### config.mk
export PLATFORM = sky130hd
export DESIGN_NAME = jlp_link_param_power_config
export DESIGN_NICKNAME = d
export VERILOG_FILES = /design/src/logic/jlp_pkg.sv /design/src/logic/jlp_link_param_power_config.sv /design/src/logic/jlp_shadow_reg.sv
export SDC_FILE = /design/constraint.sdc
export NUM_CORES = 1
export LEC_CHECK = 0
export ABC_AREA = 0
export BUFFER_PORTS_ARGS = -buffer_cell sky130_fd_sc_hd__buf_2
export CORE_MARGIN = 3
export CORE_UTILIZATION = 50
export CTS_BUF_LIST = sky130_fd_sc_hd__clkbuf_4
export DETAILED_ROUTE_END_ITERATION = 12
export PLACE_DENSITY = 0.8
export REMOVE_ABC_BUFFERS = 1
export SLEW_MARGIN = 0
export SYNTH_ARGS = -nofsm -noshare
export SYNTH_HDL_FRONTEND = slang
export SYNTH_SLANG_ARGS = --single-unit
### constraint.sdc
create_clock -name clock -period 3.66 [get_ports clock]
set_input_delay 0.732 -clock clock [delete_from_list [all_inputs] [get_ports clock]]
set_output_delay 0.732 -clock clock [all_outputs]
set_load 0.01 [all_outputs]
### src/logic/jlp_pkg.sv
package jlp_pkg;

  // ---------------------------------------------------------------
  // register addresses
  // ---------------------------------------------------------------
  localparam logic [7:0] ADDR_POWER_DOWN_MODES   = 8'h08;
  localparam logic [7:0] ADDR_SUBCLASS_SAMPLE    = 8'h73;
  localparam logic [7:0] ADDR_SAMPLES_PER_FRAME  = 8'h74;
  localparam logic [7:0] ADDR_DENSITY_CTRL_WORDS = 8'h75;
  localparam logic [7:0] ADDR_RESERVED_ONE       = 8'h76;
  localparam logic [7:0] ADDR_RESERVED_TWO       = 8'h77;
  localparam logic [7:0] ADDR_LANE_CHECKSUM      = 8'h79;
  localparam logic [7:0] ADDR_DRIVER_CONTROL     = 8'h80;
  localparam logic [7:0] ADDR_MFC_OFFSET         = 8'h8B;
  localparam logic [7:0] ADDR_PREEMPHASIS        = 8'hA8;
  localparam logic [7:0] ADDR_GLOBAL_UPDATE      = 8'hFF;

  // ---------------------------------------------------------------
  // reset values
  // ---------------------------------------------------------------
  localparam logic [7:0] RST_POWER_DOWN_MODES   = 8'h00;
  localparam logic [7:0] RST_SUBCLASS_SAMPLE    = 8'h2F;
  localparam logic [7:0] RST_SAMPLES_PER_FRAME  = 8'h20;
  localparam logic [7:0] RST_DENSITY_CTRL_WORDS = 8'h00;
  localparam logic [7:0] RST_DRIVER_CONTROL     = 8'h00;
  localparam logic [7:0] RST_MFC_OFFSET         = 8'h00;
  localparam logic [7:0] RST_PREEMPHASIS        = 8'h04;
  localparam logic [7:0] RST_GLOBAL_UPDATE      = 8'h00;
  localparam logic [7:0] READ_ZERO              = 8'h00;

  // ---------------------------------------------------------------
  // field layouts
  // ---------------------------------------------------------------
  localparam int PDM_EXT_PIN_MODE_BIT  = 5;
  localparam int PDM_LINK_STANDBY_BIT  = 4;
  localparam int PDM_LINK_MODE_HI      = 3;
  localparam int PDM_LINK_MODE_LO      = 2;
  localparam int PDM_CORE_MODE_HI      = 1;
  localparam int PDM_CORE_MODE_LO      = 0;
  localparam logic [7:0] PDM_WRITE_MASK = 8'h3F;

  localparam int SUBCLASS_HI           = 6;
  localparam int SUBCLASS_LO           = 5;
  localparam int NPRIME_HI             = 4;
  localparam int NPRIME_LO             = 0;

  localparam int SPF_RESERVED_BIT      = 5;
  localparam int SPF_VALUE_HI          = 4;
  localparam int SPF_VALUE_LO          = 0;
  localparam logic [4:0] SAMPLES_PER_FRAME_M1 = 5'h00;

  localparam int HD_BIT                = 7;
  localparam int CF_HI                 = 4;
  localparam int CF_LO                 = 0;
  localparam logic       HD_VALUE      = 1'b0;
  localparam logic [4:0] CF_VALUE      = 5'h00;

  localparam int DRIVER_PD_BIT         = 0;
  localparam int TRANSFER_BIT          = 0;

  localparam logic [7:0] PREEMPH_OFF_CODE = 8'h04;
  localparam logic [7:0] PREEMPH_ON_CODE  = 8'h14;

  // ---------------------------------------------------------------
  // power mode codes
  // ---------------------------------------------------------------
  localparam logic [1:0] PMODE_NORMAL     = 2'h0;
  localparam logic [1:0] PMODE_POWER_DOWN = 2'h1;
  localparam logic [1:0] PMODE_STANDBY    = 2'h2;

  localparam logic [1:0] SUBCLASS_0 = 2'h0;
  localparam logic [1:0] SUBCLASS_1 = 2'h1;

  localparam int PIN_SYNC_STAGES = 3;

endpackage

### src/logic/jlp_link_param_power_config.sv
// Summary of operation
// - N' stored minus one, so 0xF means sixteen bits per sample
// - samples-per-frame field is read only, minus-one form, writes ignored
// - density flag and control-word count read only, register resets to zero
// - register holds the configuration checksum of the single output lane
// - driver control bit 0: zero enables output driver unless the link is powered down or in standby, one powers it down
// - preemphasis register 0x04 turns preemphasis off, 0x14 on; off by default
// - pin mode bit zero: asserted power-down pin gives full power-down
// - pin mode bit one: asserted power-down pin gives standby
// - link standby bit zero keeps link logic out of pin standby
// - link standby bit one: link standby only with pin asserted and mode one
// - link power field 00 runs link logic normally
// - link field 01: pll, serializer, clocks off, link logic in reset
// - link field 10: pll on, serializer and clocks off, logic in reset
// - converter power field acts on converter core only
// - converter field 00 runs the core normally
// - converter field 01 powers the core down
// - converter field 10 puts the core in standby
`timescale 1ns/1ps
module jlp_link_param_power_config
  import jlp_pkg::*;
(
  input  wire logic       clock,
  input  wire logic       reset_n,
  input  wire logic [7:0] reg_addr,
  input  wire logic [7:0] reg_wdata,
  input  wire logic       reg_write,
  input  wire logic       reg_read,
  output logic      [7:0] reg_rdata,
  output logic            reg_rvalid,
  input  wire logic [7:0] lane_checksum,
  input  wire logic       power_down_pin,
  output logic      [1:0] link_subclass,
  output logic      [4:0] sample_bits_m1,
  output logic      [7:0] mfc_offset,
  output logic            preemphasis_on,
  output logic            driver_power_down,
  output logic            settings_transfer,
  output logic            core_power_down,
  output logic            core_standby,
  output logic            link_pll_on,
  output logic            serializer_on,
  output logic            link_clocks_on,
  output logic            link_logic_reset,
  output logic            link_standby
);
  import jlp_pkg::*;

  // ---------------------------------------------------------------
  // address decode
  // ---------------------------------------------------------------
  logic wr_pdm;
  logic wr_subclass;
  logic wr_spf;
  logic wr_driver;
  logic wr_mfc;
  logic wr_preemph;
  logic wr_update;

  assign wr_pdm      = reg_write && (reg_addr == ADDR_POWER_DOWN_MODES);
  assign wr_subclass = reg_write && (reg_addr == ADDR_SUBCLASS_SAMPLE);
  assign wr_spf      = reg_write && (reg_addr == ADDR_SAMPLES_PER_FRAME);
  assign wr_driver   = reg_write && (reg_addr == ADDR_DRIVER_CONTROL);
  assign wr_mfc      = reg_write && (reg_addr == ADDR_MFC_OFFSET);
  assign wr_preemph  = reg_write && (reg_addr == ADDR_PREEMPHASIS);
  assign wr_update   = reg_write && (reg_addr == ADDR_GLOBAL_UPDATE);

  // ---------------------------------------------------------------
  // global update strobe
  // ---------------------------------------------------------------
  logic update_reg;
  logic update_next;

  // self clearing: one cycle high after a write of one
  always_comb begin
    update_next = wr_update && reg_wdata[TRANSFER_BIT];
  end

  always_ff @(posedge clock or negedge reset_n) begin
    if (!reset_n) begin
      update_reg <= RST_GLOBAL_UPDATE[TRANSFER_BIT];
    end else begin
      update_reg <= update_next;
    end
  end

  assign settings_transfer = update_reg;

  // ---------------------------------------------------------------
  // shadowed link registers
  // ---------------------------------------------------------------
  logic [7:0] subclass_pending;
  logic [7:0] subclass_active;
  logic [7:0] driver_pending;
  logic [7:0] driver_active;
  logic [7:0] mfc_pending;
  logic [7:0] mfc_active;
  logic [7:0] preemph_pending;
  logic [7:0] preemph_active;
  logic [7:0] driver_wdata;
  logic [7:0] subclass_wdata;

  // only the defined fields are stored; the rest reads zero
  assign subclass_wdata = {1'b0, reg_wdata[SUBCLASS_HI:SUBCLASS_LO], reg_wdata[NPRIME_HI:NPRIME_LO]};
  assign driver_wdata   = {7'h00, reg_wdata[DRIVER_PD_BIT]};

  jlp_shadow_reg #(
    .WIDTH (8),
    .RESET (RST_SUBCLASS_SAMPLE)
  ) u_subclass (
    .clock      (clock),
    .reset_n    (reset_n),
    .write_en   (wr_subclass),
    .write_data (subclass_wdata),
    .transfer   (update_reg),
    .pending    (subclass_pending),
    .active     (subclass_active)
  );

  jlp_shadow_reg #(
    .WIDTH (8),
    .RESET (RST_DRIVER_CONTROL)
  ) u_driver (
    .clock      (clock),
    .reset_n    (reset_n),
    .write_en   (wr_driver),
    .write_data (driver_wdata),
    .transfer   (update_reg),
    .pending    (driver_pending),
    .active     (driver_active)
  );

  jlp_shadow_reg #(
    .WIDTH (8),
    .RESET (RST_MFC_OFFSET)
  ) u_mfc (
    .clock      (clock),
    .reset_n    (reset_n),
    .write_en   (wr_mfc),
    .write_data (reg_wdata),
    .transfer   (update_reg),
    .pending    (mfc_pending),
    .active     (mfc_active)
  );

  jlp_shadow_reg #(
    .WIDTH (8),
    .RESET (RST_PREEMPHASIS)
  ) u_preemph (
    .clock      (clock),
    .reset_n    (reset_n),
    .write_en   (wr_preemph),
    .write_data (reg_wdata),
    .transfer   (update_reg),
    .pending    (preemph_pending),
    .active     (preemph_active)
  );

  // ---------------------------------------------------------------
  // link parameter outputs
  // ---------------------------------------------------------------
  always_ff @(posedge clock or negedge reset_n) begin
    if (!reset_n) begin
      link_subclass  <= RST_SUBCLASS_SAMPLE[SUBCLASS_HI:SUBCLASS_LO];
      sample_bits_m1 <= RST_SUBCLASS_SAMPLE[NPRIME_HI:NPRIME_LO];
    end else begin
      link_subclass  <= subclass_active[SUBCLASS_HI:SUBCLASS_LO];
      sample_bits_m1 <= subclass_active[NPRIME_HI:NPRIME_LO];
    end
  end

  always_ff @(posedge clock or negedge reset_n) begin
    if (!reset_n) begin
      mfc_offset <= RST_MFC_OFFSET;
    end else begin
      mfc_offset <= mfc_active;
    end
  end

  // codes other than the on code are taken as off, the safe case
  always_ff @(posedge clock or negedge reset_n) begin
    if (!reset_n) begin
      preemphasis_on <= 1'b0;
    end else begin
      preemphasis_on <= (preemph_active == PREEMPH_ON_CODE);
    end
  end

  // ---------------------------------------------------------------
  // samples-per-frame reserved bit
  // ---------------------------------------------------------------
  logic spf_reserved_reg;

  // stored as written; the host is expected to write one here
  always_ff @(posedge clock or negedge reset_n) begin
    if (!reset_n) begin
      spf_reserved_reg <= RST_SAMPLES_PER_FRAME[SPF_RESERVED_BIT];
    end else if (wr_spf) begin
      spf_reserved_reg <= reg_wdata[SPF_RESERVED_BIT];
    end
  end

  // ---------------------------------------------------------------
  // power-down modes register (acts at once, not shadowed)
  // ---------------------------------------------------------------
  logic [7:0] pdm_reg;

  always_ff @(posedge clock or negedge reset_n) begin
    if (!reset_n) begin
      pdm_reg <= RST_POWER_DOWN_MODES;
    end else if (wr_pdm) begin
      pdm_reg <= reg_wdata & PDM_WRITE_MASK;
    end
  end

  // ---------------------------------------------------------------
  // power-down pin synchroniser
  // ---------------------------------------------------------------
  logic [PIN_SYNC_STAGES-1:0] pin_sync_reg;
  logic                       pin_level_reg;

  always_ff @(posedge clock or negedge reset_n) begin
    if (!reset_n) begin
      pin_sync_reg <= '0;
    end else begin
      pin_sync_reg <= {pin_sync_reg[PIN_SYNC_STAGES-2:0], power_down_pin};
    end
  end

  // change accepted only when stages two and three agree
  always_ff @(posedge clock or negedge reset_n) begin
    if (!reset_n) begin
      pin_level_reg <= 1'b0;
    end else if (pin_sync_reg[1] == pin_sync_reg[2]) begin
      pin_level_reg <= pin_sync_reg[2];
    end
  end

  // ---------------------------------------------------------------
  // power state decode
  // ---------------------------------------------------------------
  logic       ext_pin_mode;
  logic       link_stby_enable;
  logic [1:0] link_mode;
  logic [1:0] core_mode;
  logic       pin_full_pd;
  logic       pin_standby;
  logic       pin_link_stby;
  logic       core_pd_next;
  logic       core_stby_next;
  logic       link_pd_next;
  logic       link_stby_next;

  assign ext_pin_mode     = pdm_reg[PDM_EXT_PIN_MODE_BIT];
  assign link_stby_enable = pdm_reg[PDM_LINK_STANDBY_BIT];
  assign link_mode        = pdm_reg[PDM_LINK_MODE_HI:PDM_LINK_MODE_LO];
  assign core_mode        = pdm_reg[PDM_CORE_MODE_HI:PDM_CORE_MODE_LO];

  always_comb begin
    pin_full_pd    = pin_level_reg && !ext_pin_mode;
    pin_standby    = pin_level_reg && ext_pin_mode;
    // link joins pin standby only when enabled
    pin_link_stby  = pin_standby && link_stby_enable;
    // core field touches only the converter core
    core_pd_next   = pin_full_pd || (core_mode == PMODE_POWER_DOWN);
    core_stby_next = !core_pd_next && (pin_standby || (core_mode == PMODE_STANDBY));
    link_pd_next   = pin_full_pd || (link_mode == PMODE_POWER_DOWN);
    link_stby_next = !link_pd_next && (pin_link_stby || (link_mode == PMODE_STANDBY));
  end

  always_ff @(posedge clock or negedge reset_n) begin
    if (!reset_n) begin
      core_power_down <= 1'b0;
      core_standby    <= 1'b0;
    end else begin
      core_power_down <= core_pd_next;
      core_standby    <= core_stby_next;
    end
  end

  always_ff @(posedge clock or negedge reset_n) begin
    if (!reset_n) begin
      link_pll_on      <= 1'b1;
      serializer_on    <= 1'b1;
      link_clocks_on   <= 1'b1;
      link_logic_reset <= 1'b0;
      link_standby     <= 1'b0;
    end else begin
      link_pll_on      <= !link_pd_next;
      serializer_on    <= !(link_pd_next || link_stby_next);
      link_clocks_on   <= !(link_pd_next || link_stby_next);
      link_logic_reset <= link_pd_next || link_stby_next;
      link_standby     <= link_stby_next;
    end
  end

  // driver is also off whenever the serializer is off
  always_ff @(posedge clock or negedge reset_n) begin
    if (!reset_n) begin
      driver_power_down <= RST_DRIVER_CONTROL[DRIVER_PD_BIT];
    end else begin
      driver_power_down <= driver_active[DRIVER_PD_BIT] || link_pd_next || link_stby_next;
    end
  end

  // ---------------------------------------------------------------
  // read path
  // ---------------------------------------------------------------
  logic [7:0] rdata_next;

  always_comb begin
    rdata_next = READ_ZERO;
    unique case (reg_addr)
      ADDR_POWER_DOWN_MODES:   rdata_next = pdm_reg;
      ADDR_SUBCLASS_SAMPLE:    rdata_next = subclass_pending;
      // value field is a constant, so writes cannot reach it
      ADDR_SAMPLES_PER_FRAME:  rdata_next = {2'h0, spf_reserved_reg, SAMPLES_PER_FRAME_M1};
      ADDR_DENSITY_CTRL_WORDS: rdata_next = {HD_VALUE, 2'h0, CF_VALUE};
      ADDR_RESERVED_ONE:       rdata_next = READ_ZERO;
      ADDR_RESERVED_TWO:       rdata_next = READ_ZERO;
      ADDR_LANE_CHECKSUM:      rdata_next = lane_checksum;
      ADDR_DRIVER_CONTROL:     rdata_next = driver_pending;
      ADDR_MFC_OFFSET:         rdata_next = mfc_pending;
      ADDR_PREEMPHASIS:        rdata_next = preemph_pending;
      ADDR_GLOBAL_UPDATE:      rdata_next = {7'h00, update_reg};
      default:                 rdata_next = READ_ZERO;
    endcase
  end

  always_ff @(posedge clock or negedge reset_n) begin
    if (!reset_n) begin
      reg_rdata <= READ_ZERO;
    end else if (reg_read) begin
      reg_rdata <= rdata_next;
    end
  end

  always_ff @(posedge clock or negedge reset_n) begin
    if (!reset_n) begin
      reg_rvalid <= 1'b0;
    end else begin
      reg_rvalid <= reg_read;
    end
  end

endmodule

### src/logic/jlp_shadow_reg.sv
`timescale 1ns/1ps
module jlp_shadow_reg #(
  parameter int         WIDTH = 8,
  parameter logic [7:0] RESET = 8'h00
) (
  input  wire logic             clock,
  input  wire logic             reset_n,
  input  wire logic             write_en,
  input  wire logic [WIDTH-1:0] write_data,
  input  wire logic             transfer,
  output logic      [WIDTH-1:0] pending,
  output logic      [WIDTH-1:0] active
);

  // ---------------------------------------------------------------
  // pending copy, written by the host
  // ---------------------------------------------------------------
  always_ff @(posedge clock or negedge reset_n) begin
    if (!reset_n) begin
      pending <= RESET[WIDTH-1:0];
    end else if (write_en) begin
      pending <= write_data;
    end
  end

  // ---------------------------------------------------------------
  // active copy, loaded only on transfer
  // ---------------------------------------------------------------
  // a write in the transfer cycle waits for the next transfer
  always_ff @(posedge clock or negedge reset_n) begin
    if (!reset_n) begin
      active <= RESET[WIDTH-1:0];
    end else if (transfer) begin
      active <= pending;
    end
  end

endmodule
Yosys cells after proc, flatten, opt, wreduce, memory -nomap -nowiden
Index checks and enable logic that the tools add are counted.

Input bits: 29. Output and inout bits: 34. Flip-flop bits (word level): 92. Logic and storage cells: 65.

Eq/ne operators: 14. Reduce and logical (&&, ||, !) cells: 24. Mux-type cells: 1.

Operators with widths (count): case mux 8 bit (8 select lines) (1); == test 8 bit, second input constant (4); == test 8 x 7 -> 1 bit, second input constant (3); logical AND 1 bit (13); == test 8 x 4 -> 1 bit, second input constant (1); == test 8 x 5 -> 1 bit, second input constant (1); logical OR 1 bit (7); == test 2 x 1 -> 1 bit, second input constant (2); == test 2 bit, second input constant (2); logical NOT 1 bit (4); == test 1 bit (1).

Depth between registers and ports, before layout
Gate-level depths: netlist of the first run.

Depth after elaboration: 7. Gate-level depth with buffers: 7. Depth with buffers taken out: 5.

Cells and area by module
A second synthesis of the first run with hierarchy kept.

Cells, all modules: 309. Area total of the unflattened synthesis: 4650.7 um^2.

Modules (own cells, without submodules): jlp_link_param_power_config (times used 1, sequential area each 1111.1 um^2, cells an instance 173, area an instance 1983.2 um^2); jlp_shadow_reg (u_driver ...) (times used 2, sequential area each 400.4 um^2, cells an instance 34, area an instance 663.1 um^2); jlp_shadow_reg (u_subclass) (times used 1, sequential area each 412.9 um^2, cells an instance 34, area an instance 675.6 um^2); jlp_shadow_reg (u_preemph) (times used 1, sequential area each 402.9 um^2, cells an instance 34, area an instance 665.6 um^2).

Least setup slack after synthesis of the first run
Ideal clock, no wire load.

Path type: input-to-reg. From: input reg_addr[3]. To: register u_preemph.pending[0]. Setup slack: 1346 ps. Path buffers: 2. Cell stages on the path: 6. Arrival: 2190 ps. Setup time: 125 ps. Required time: 3535 ps. Cells stage by stage: buf_6 > or4b_1 > buf_4 > nor4_4 > nand2_4 > mux2_2.

Longest elaborated chain between the ends: 2.

Ends and longest elaborated chain: start: declaration (line jlp_link_param_power_config.sv:25) `input wire logic [7:0] reg_addr,`; == test 8 bit (line jlp_link_param_power_config.sv:65) `assign wr_preemph = reg_write && (reg_addr == ADDR_PREEMPHASIS);`; logical AND 1 bit (line jlp_link_param_power_config.sv:65); end signal: assignment (line jlp_shadow_reg.sv:20) `pending <= RESET[WIDTH-1:0];`; end signal: assignment (line jlp_shadow_reg.sv:22) `pending <= write_data;`; end: declaration (line jlp_shadow_reg.sv:11) `output logic [WIDTH-1:0] pending,`.

Every way passes these cells. A chain may end at the register's enable or synchronous reset.

Final worst setup path of the first run
From: input reg_addr[4]. To: register u_preemph.pending[1].

Same word-level chain as after synthesis.

==> results of run 1 <==
through the flow:
step,worst slack [ns],total power (uW),instance area [sq um],util,hold slack (ns)
floorplan,1.32,1120,3620,-,0.331
finish,1.29,1790,4240,0.607,0.283
detailed placement,0.891,1200,4080,0.584,0.349
global placement,0.943,1190,4080,0.584,0.334
global route,1.29,1860,4240,0.607,0.288
CTS,1.34,1800,4240,0.607,0.281
routing by layer:
metal,vias to the layer above,part of all wire,GRT usage
met1,1203,0.43,0.273
met5,-,0,0
met4,0,0.013,0.0792
li1,1071,-,-
met2,106,0.48,0.307
met3,11,0.076,0.0353
synthesized netlist by cell type (3+ instances only):
library cell  number
a21oi_1            3
a222oi_1           7
a22oi_1            4
and3_1             7
and4b_1            3
buf_1              3
clkbuf_1           6
dfrtp_1           72
dfstp_2           20
inv_1             14
mux2_2            55
nand2_1           17
nor2_1             3
o21ai_0            3
o22ai_1            9
xor2_1             3
cell families (layout without fill, tap and decap cells):
logic type,after synthesis,in the layout,synth area share
flops,92,92,0.632
simple gates,50,50,0.0944
buf+inv,26,95,0.0306
fa+ha+maj,1,1,0.00272
mux,55,55,0.168
xor+xnor,3,3,0.00713
compound gates,33,33,0.0655
worst min path at each step:
stage                         to  slack (ns)
2_1_floorplan    pin_sync_reg[1]        0.33
3_3_place_gp     pin_sync_reg[1]        0.33
3_5_place_dp     pin_sync_reg[1]        0.35
4_1_cts             link_standby        0.28
5_1_grt        driver_power_down        0.29
6_report       driver_power_down        0.28
layout make-up:
type                       instances  area (sq um)  area share
clock inverter                     7          88.8      0.0210
multi-input combinational        142          1240       0.294
sequential                        92          2330       0.549
tap                               96           120      0.0284
inverter                          14          52.6      0.0124
timing repair buffer              65           335      0.0791
clock buffer                       9          67.6      0.0159
power by group through the flow:
stage	clock, uW	sequential (uW)	combinational, uW
2_1_floorplan	0	1090	35.7
3_3_place_gp	0	1090	106
3_5_place_dp	0	1090	110
4_1_cts	617	1070	111
5_1_grt	662	1080	121
6_report	605	1070	109
worst reg2reg max path, stage by stage, from the launching register on:
cell,delay [ns]
dfrtp_1,0.77
buf_4,0.34
mux2_2,0.35
==> impl_metrics.json, run 1 <==
{
  "dp.cells": 409,
  "avgSynthCellArea_sq_um": 14.2,
  "p_int_uw": 1370,
  "power.density_nw_per_um2": 421,
  "syn-cell-area_sq_um": 3680,
  "critPathCaptureType": "flip-flop",
  "start_util": 0.528,
  "cts.sinks": 92,
  "insertedDiodeCount": 0,
  "startpoint": "reg_addr[4]",
  "yosys_warnings": 0,
  "track_usage": 0.196,
  "pwr-share-seq": 0.600,
  "syn_inst": 260,
  "grt_pass1_wl_um": 12700,
  "fin_crit_ns": 2.37,
  "grt_start_max_net_pins": 47,
  "synth_flop_cell": "dfrtp_1",
  "die_x_um": 91.8,
  "async_flop_share": 1.00,
  "synth_top_area_cell": "dfrtp_1",
  "final_cell_mix": "dfrtp_1 (72), buf_2 (61), mux2_2 (55)",
  "ios": 63,
  "post-cts-setup-buffers": 0,
  "cp.depth": 5,
  "worstSetupStartpointType": "input pin",
  "cp.arrival_ns": 2.68,
  "hold_path_class": "input pin to async pin",
  "cts_tree": "built",
  "synth_cell_types": 41,
  "vias": 2391,
  "vias_per_cell": 5.63,
  "place.gp.congestion": 0.841,
  "post-route-drc-count": 0,
  "max-vdd-ir-drop_v": 0.000182,
  "required_ns": 3.97,
  "r2r_slack_ns": 2.10,
  "final_layout_size_suffix_gt1_frac": 0.489,
  "r2r_start": "settings_transfer",
  "ant_nets": 0,
  "postCtsHoldBufs": 0,
  "pwr-share-clk": 0.339,
  "yosysSeqAreaShare": 0.632,
  "p_comb_frac": 0.061,
  "core_area_sq_um": 6980,
  "r2r_end": "u_driver.active[0]",
  "status": "complete, no violations",
  "fmax_ghz": 0.422,
  "cts-resized-gates": 0,
  "ys_ff_latch": 92,
  "clock_path_buffers": 2,
  "area_growth_pct": 15.0,
  "crit_end": "u_preemph.pending[1]",
  "dp_hpwl_um": 5490,
  "routed_wl_um": 7640,
  "cts_made_buffers": 9,
  "synthTopCellsByArea": "dfrtp_1 (49%), mux2_2 (17%), dfstp_2 (14%)",
  "critPathMaxStageDelay_ns": 0.69,
  "timing.slew.headroom": 0.464,
  "p_sw_uw": 418,
  "crit_fanout": 9,
  "max_cap_violations": 0,
  "clock_skew_ns": 0.0180,
  "path_buf_inv": 1,
  "p_leak_uw": 0.00207,
  "fp.dieH_um": 91.8,
  "crit_path_top_delay_cell": "or4b_1",
  "cts_root_buf": "clkbuf_4",
  "swShare": 0.234,
  "overflow": 0,
  "rsz0062_at_grt": "no",
  "hold_viol": 0,
  "critPathKind": "input pin to flip-flop",
  "htreeDepth": 3,
  "synth_top_area_share": 0.489,
  "worstSkewPairLatency_ns": 0.43,
  "nNetsFinal": 353,
  "synth_edf_count": 0,
  "layout.cells.non_filler": 425,
  "grt_pass1_vias": 2434,
  "fill_cells": 593,
  "setup_violations": 0,
  "first_pass_iters": 5,
  "rows": 30,
  "slew_viol_final": 0,
  "portBuffers": 62,
  "worst_pin_slew_ns": 0.805,
  "worstPathCellList": "buf_2, or4b_1, nor4_4, nand2_4, mux2_2",
  "drt_iter0_markers": 147,
  "r2r_cells": 2,
  "dieArea_sq_um": 8440,
  "antenna_found_initial": 0,
  "crit_family": "simple AND/OR/NAND/NOR gates",
  "wire_per_inst_um": 18.0,
  "layout_commonest_cell": "dfrtp_1",
  "setup_tns_ns": 0,
  "finalCritPeriodShare": 0.647,
  "cts.clk_slew.worst_paths_ns": 0.13
}
No activity file was read; power rests on OpenSTA's default activity.
==> inputs of run 2 (changes only) <==
--- a/config.mk
+++ b/config.mk
@@ -11,7 +11,7 @@
 export CORE_UTILIZATION = 50
 export CTS_BUF_LIST = sky130_fd_sc_hd__clkbuf_4
 export DETAILED_ROUTE_END_ITERATION = 12
-export PLACE_DENSITY = 0.8
+export PLACE_DENSITY = 0.83
 export REMOVE_ABC_BUFFERS = 1
 export SLEW_MARGIN = 0
 export SYNTH_ARGS = -nofsm -noshare
==> constraint.sdc (replaced) <==
create_clock -name clock -period 2.1 [get_ports clock]
set_input_delay 0.42 -clock clock [delete_from_list [all_inputs] [get_ports clock]]
set_output_delay 0.42 -clock clock [all_outputs]
set_load 0.01 [all_outputs]
==> run 2 against run 1 <==
  * Critical path type is now flip-flop to output port
  * Clock skew fell by 0.0024 ns
  * Worst hold slack got worse by 0.18 ns
  * Die area did not move
==> impl_metrics.json, run 2 (synthesis results as in run 1) <==
{
  "p_leak_uw": 0.00213,
  "crit_family": "flip-flops",
  "critPathMaxStageDelay_ns": 0.74,
  "critPathKind": "flip-flop to output port",
  "fin_crit_ns": 1.82,
  "placed_cell_area_sq_um": 4190,
  "die_x_um": 91.8,
  "final_layout_size_suffix_gt1_frac": 0.509,
  "required_ns": 1.68,
  "critPathCaptureType": "output port",
  "rows": 30,
  "setup_violations": 0,
  "power.density_nw_per_um2": 715,
  "timing.slew.headroom": 0.513,
  "area_growth_pct": 18.5,
  "finalCritPeriodShare": 0.866,
  "core_area_sq_um": 6980,
  "first_pass_iters": 4,
  "vias_per_cell": 5.44,
  "top_usage_layer": "met2",
  "ios": 63,
  "place.gp.congestion": 0.778,
  "cts_tree": "built",
  "final_core_util": 0.625,
  "design_area_sq_um": 4370,
  "fp.dieH_um": 91.8,
  "track_usage": 0.188,
  "start_util": 0.528,
  "multi_input_area_sq_um": 1240,
  "fmax_ghz": 0.550,
  "insertedDiodeCount": 0,
  "cts-resized-gates": 0,
  "final_cell_mix": "dfrtp_1 (72), buf_2 (61), mux2_2 (55)",
  "worst_pin_slew_ns": 0.731,
  "overflow": 0,
  "worstSetupStartpointType": "flip-flop",
  "rsz0062_at_grt": "no",
  "grt_start_max_net_pins": 47,
  "routed_wl_um": 7380,
  "layout_commonest_cell": "dfrtp_1",
  "post-cts-setup-buffers": 0,
  "clock_path_buffers": 2,
  "dieArea_sq_um": 8440,
  "drt_iter0_markers": 121,
  "path_buf_inv": 1,
  "hold_path_class": "input pin to flip-flop",
  "crit_fanout": 12,
  "grt_use_met1": 0.235,
  "nNetsFinal": 364,
  "worstPathCellList": "buf_2",
  "max_cap_violations": 0,
  "post-route-drc-count": 0,
  "clock_skew_ns": 0.0156,
  "portBuffers": 62,
  "ant_nets": 0,
  "htreeDepth": 3,
  "vias": 2374,
  "seq_area_sq_um": 2330,
  "hold_viol": 0,
  "crit_path_top_delay_cell": "dfrtp_1",
  "dp_hpwl_um": 5440,
  "worstSkewPairLatency_ns": 0.43,
  "cts_made_buffers": 9,
  "grt_pass1_wl_um": 12200,
  "cts_root_buf": "clkbuf_4",
  "use_met3": 0.0533,
  "slew_viol_final": 0,
  "max-vdd-ir-drop_v": 0.000400,
  "fill_cells": 558,
  "cts.sinks": 92,
  "cp.arrival_ns": 1.40,
  "status": "complete, no violations",
  "antenna_found_initial": 0,
  "wire_per_inst_um": 16.9,
  "grt_pass1_vias": 2455,
  "cts.clk_slew.worst_paths_ns": 0.13,
  "met2_usage": 0.317
}
[run 2: changes by cell type in the layout (fill, tap and decap cells not counted), sizes merged]
cell,change
clkbuf,+1
dlygate4sd3,+1
clkinvlp,+1
buf,+10
inv,-1
clkinv,-1
[run 2: per-stage QoR]
stage               hold WS, ns  total power (uW)  cells  setup WS, ns  TNS [ns]
floorplan                 0.124              1960    248        0.0680         0
global route             0.0607              3260    436         0.204         0
CTS                      0.0797              3150    436         0.260         0
finish                    0.108              3120    436         0.282         0
global placement          0.335              2090    419       -0.0934    -0.902
detailed placement        0.344              2100    419        -0.152     -1.41
[run 2: power by group]
part	switching, uW	total, uW	leakage [uW]	internal [uW]
registers	35.1	1860	0.00119	1830
clock network	564	1060	0.0000826	496
logic	114	198	0.000861	84.5
[run 2: metal layers]
metal  vias up  routed length (um)
met5         -                   0
li1       1091                   -
met1      1194                3170
met3        11                 398
met2        78                3690
met4         0                 121
[run 2: worst paths after layout]
path                                        start                     to  slack [ns]  cells after the start
min in group asynchronous                 reset_n      sample_bits_m1[4]        0.46                      2
worst min register to register    pin_sync_reg[0]        pin_sync_reg[1]        0.37                      0
worst max-delay path            settings_transfer      settings_transfer        0.28                      1
worst max register to register  settings_transfer    u_preemph.active[3]        0.69                      2
worst min-delay path               power_down_pin        pin_sync_reg[0]        0.11                      1
max in group asynchronous                 reset_n  u_subclass.pending[1]        1.03                      3
[run 2: final cells by class]
class                   instances  share of cell area
well taps                      96              0.0275
clock inverters                 6              0.0203
multi-input cells             142               0.285
clock buffers                  10              0.0172
repair buffers                 76               0.105
inverters                      14              0.0120
flip-flops and latches         92               0.533
[run 2: what timing repair did]
action	CTS	global route
endpoints found under the setup margin	0	0
hold buffers	1	0
hold endpoints to repair	20	0
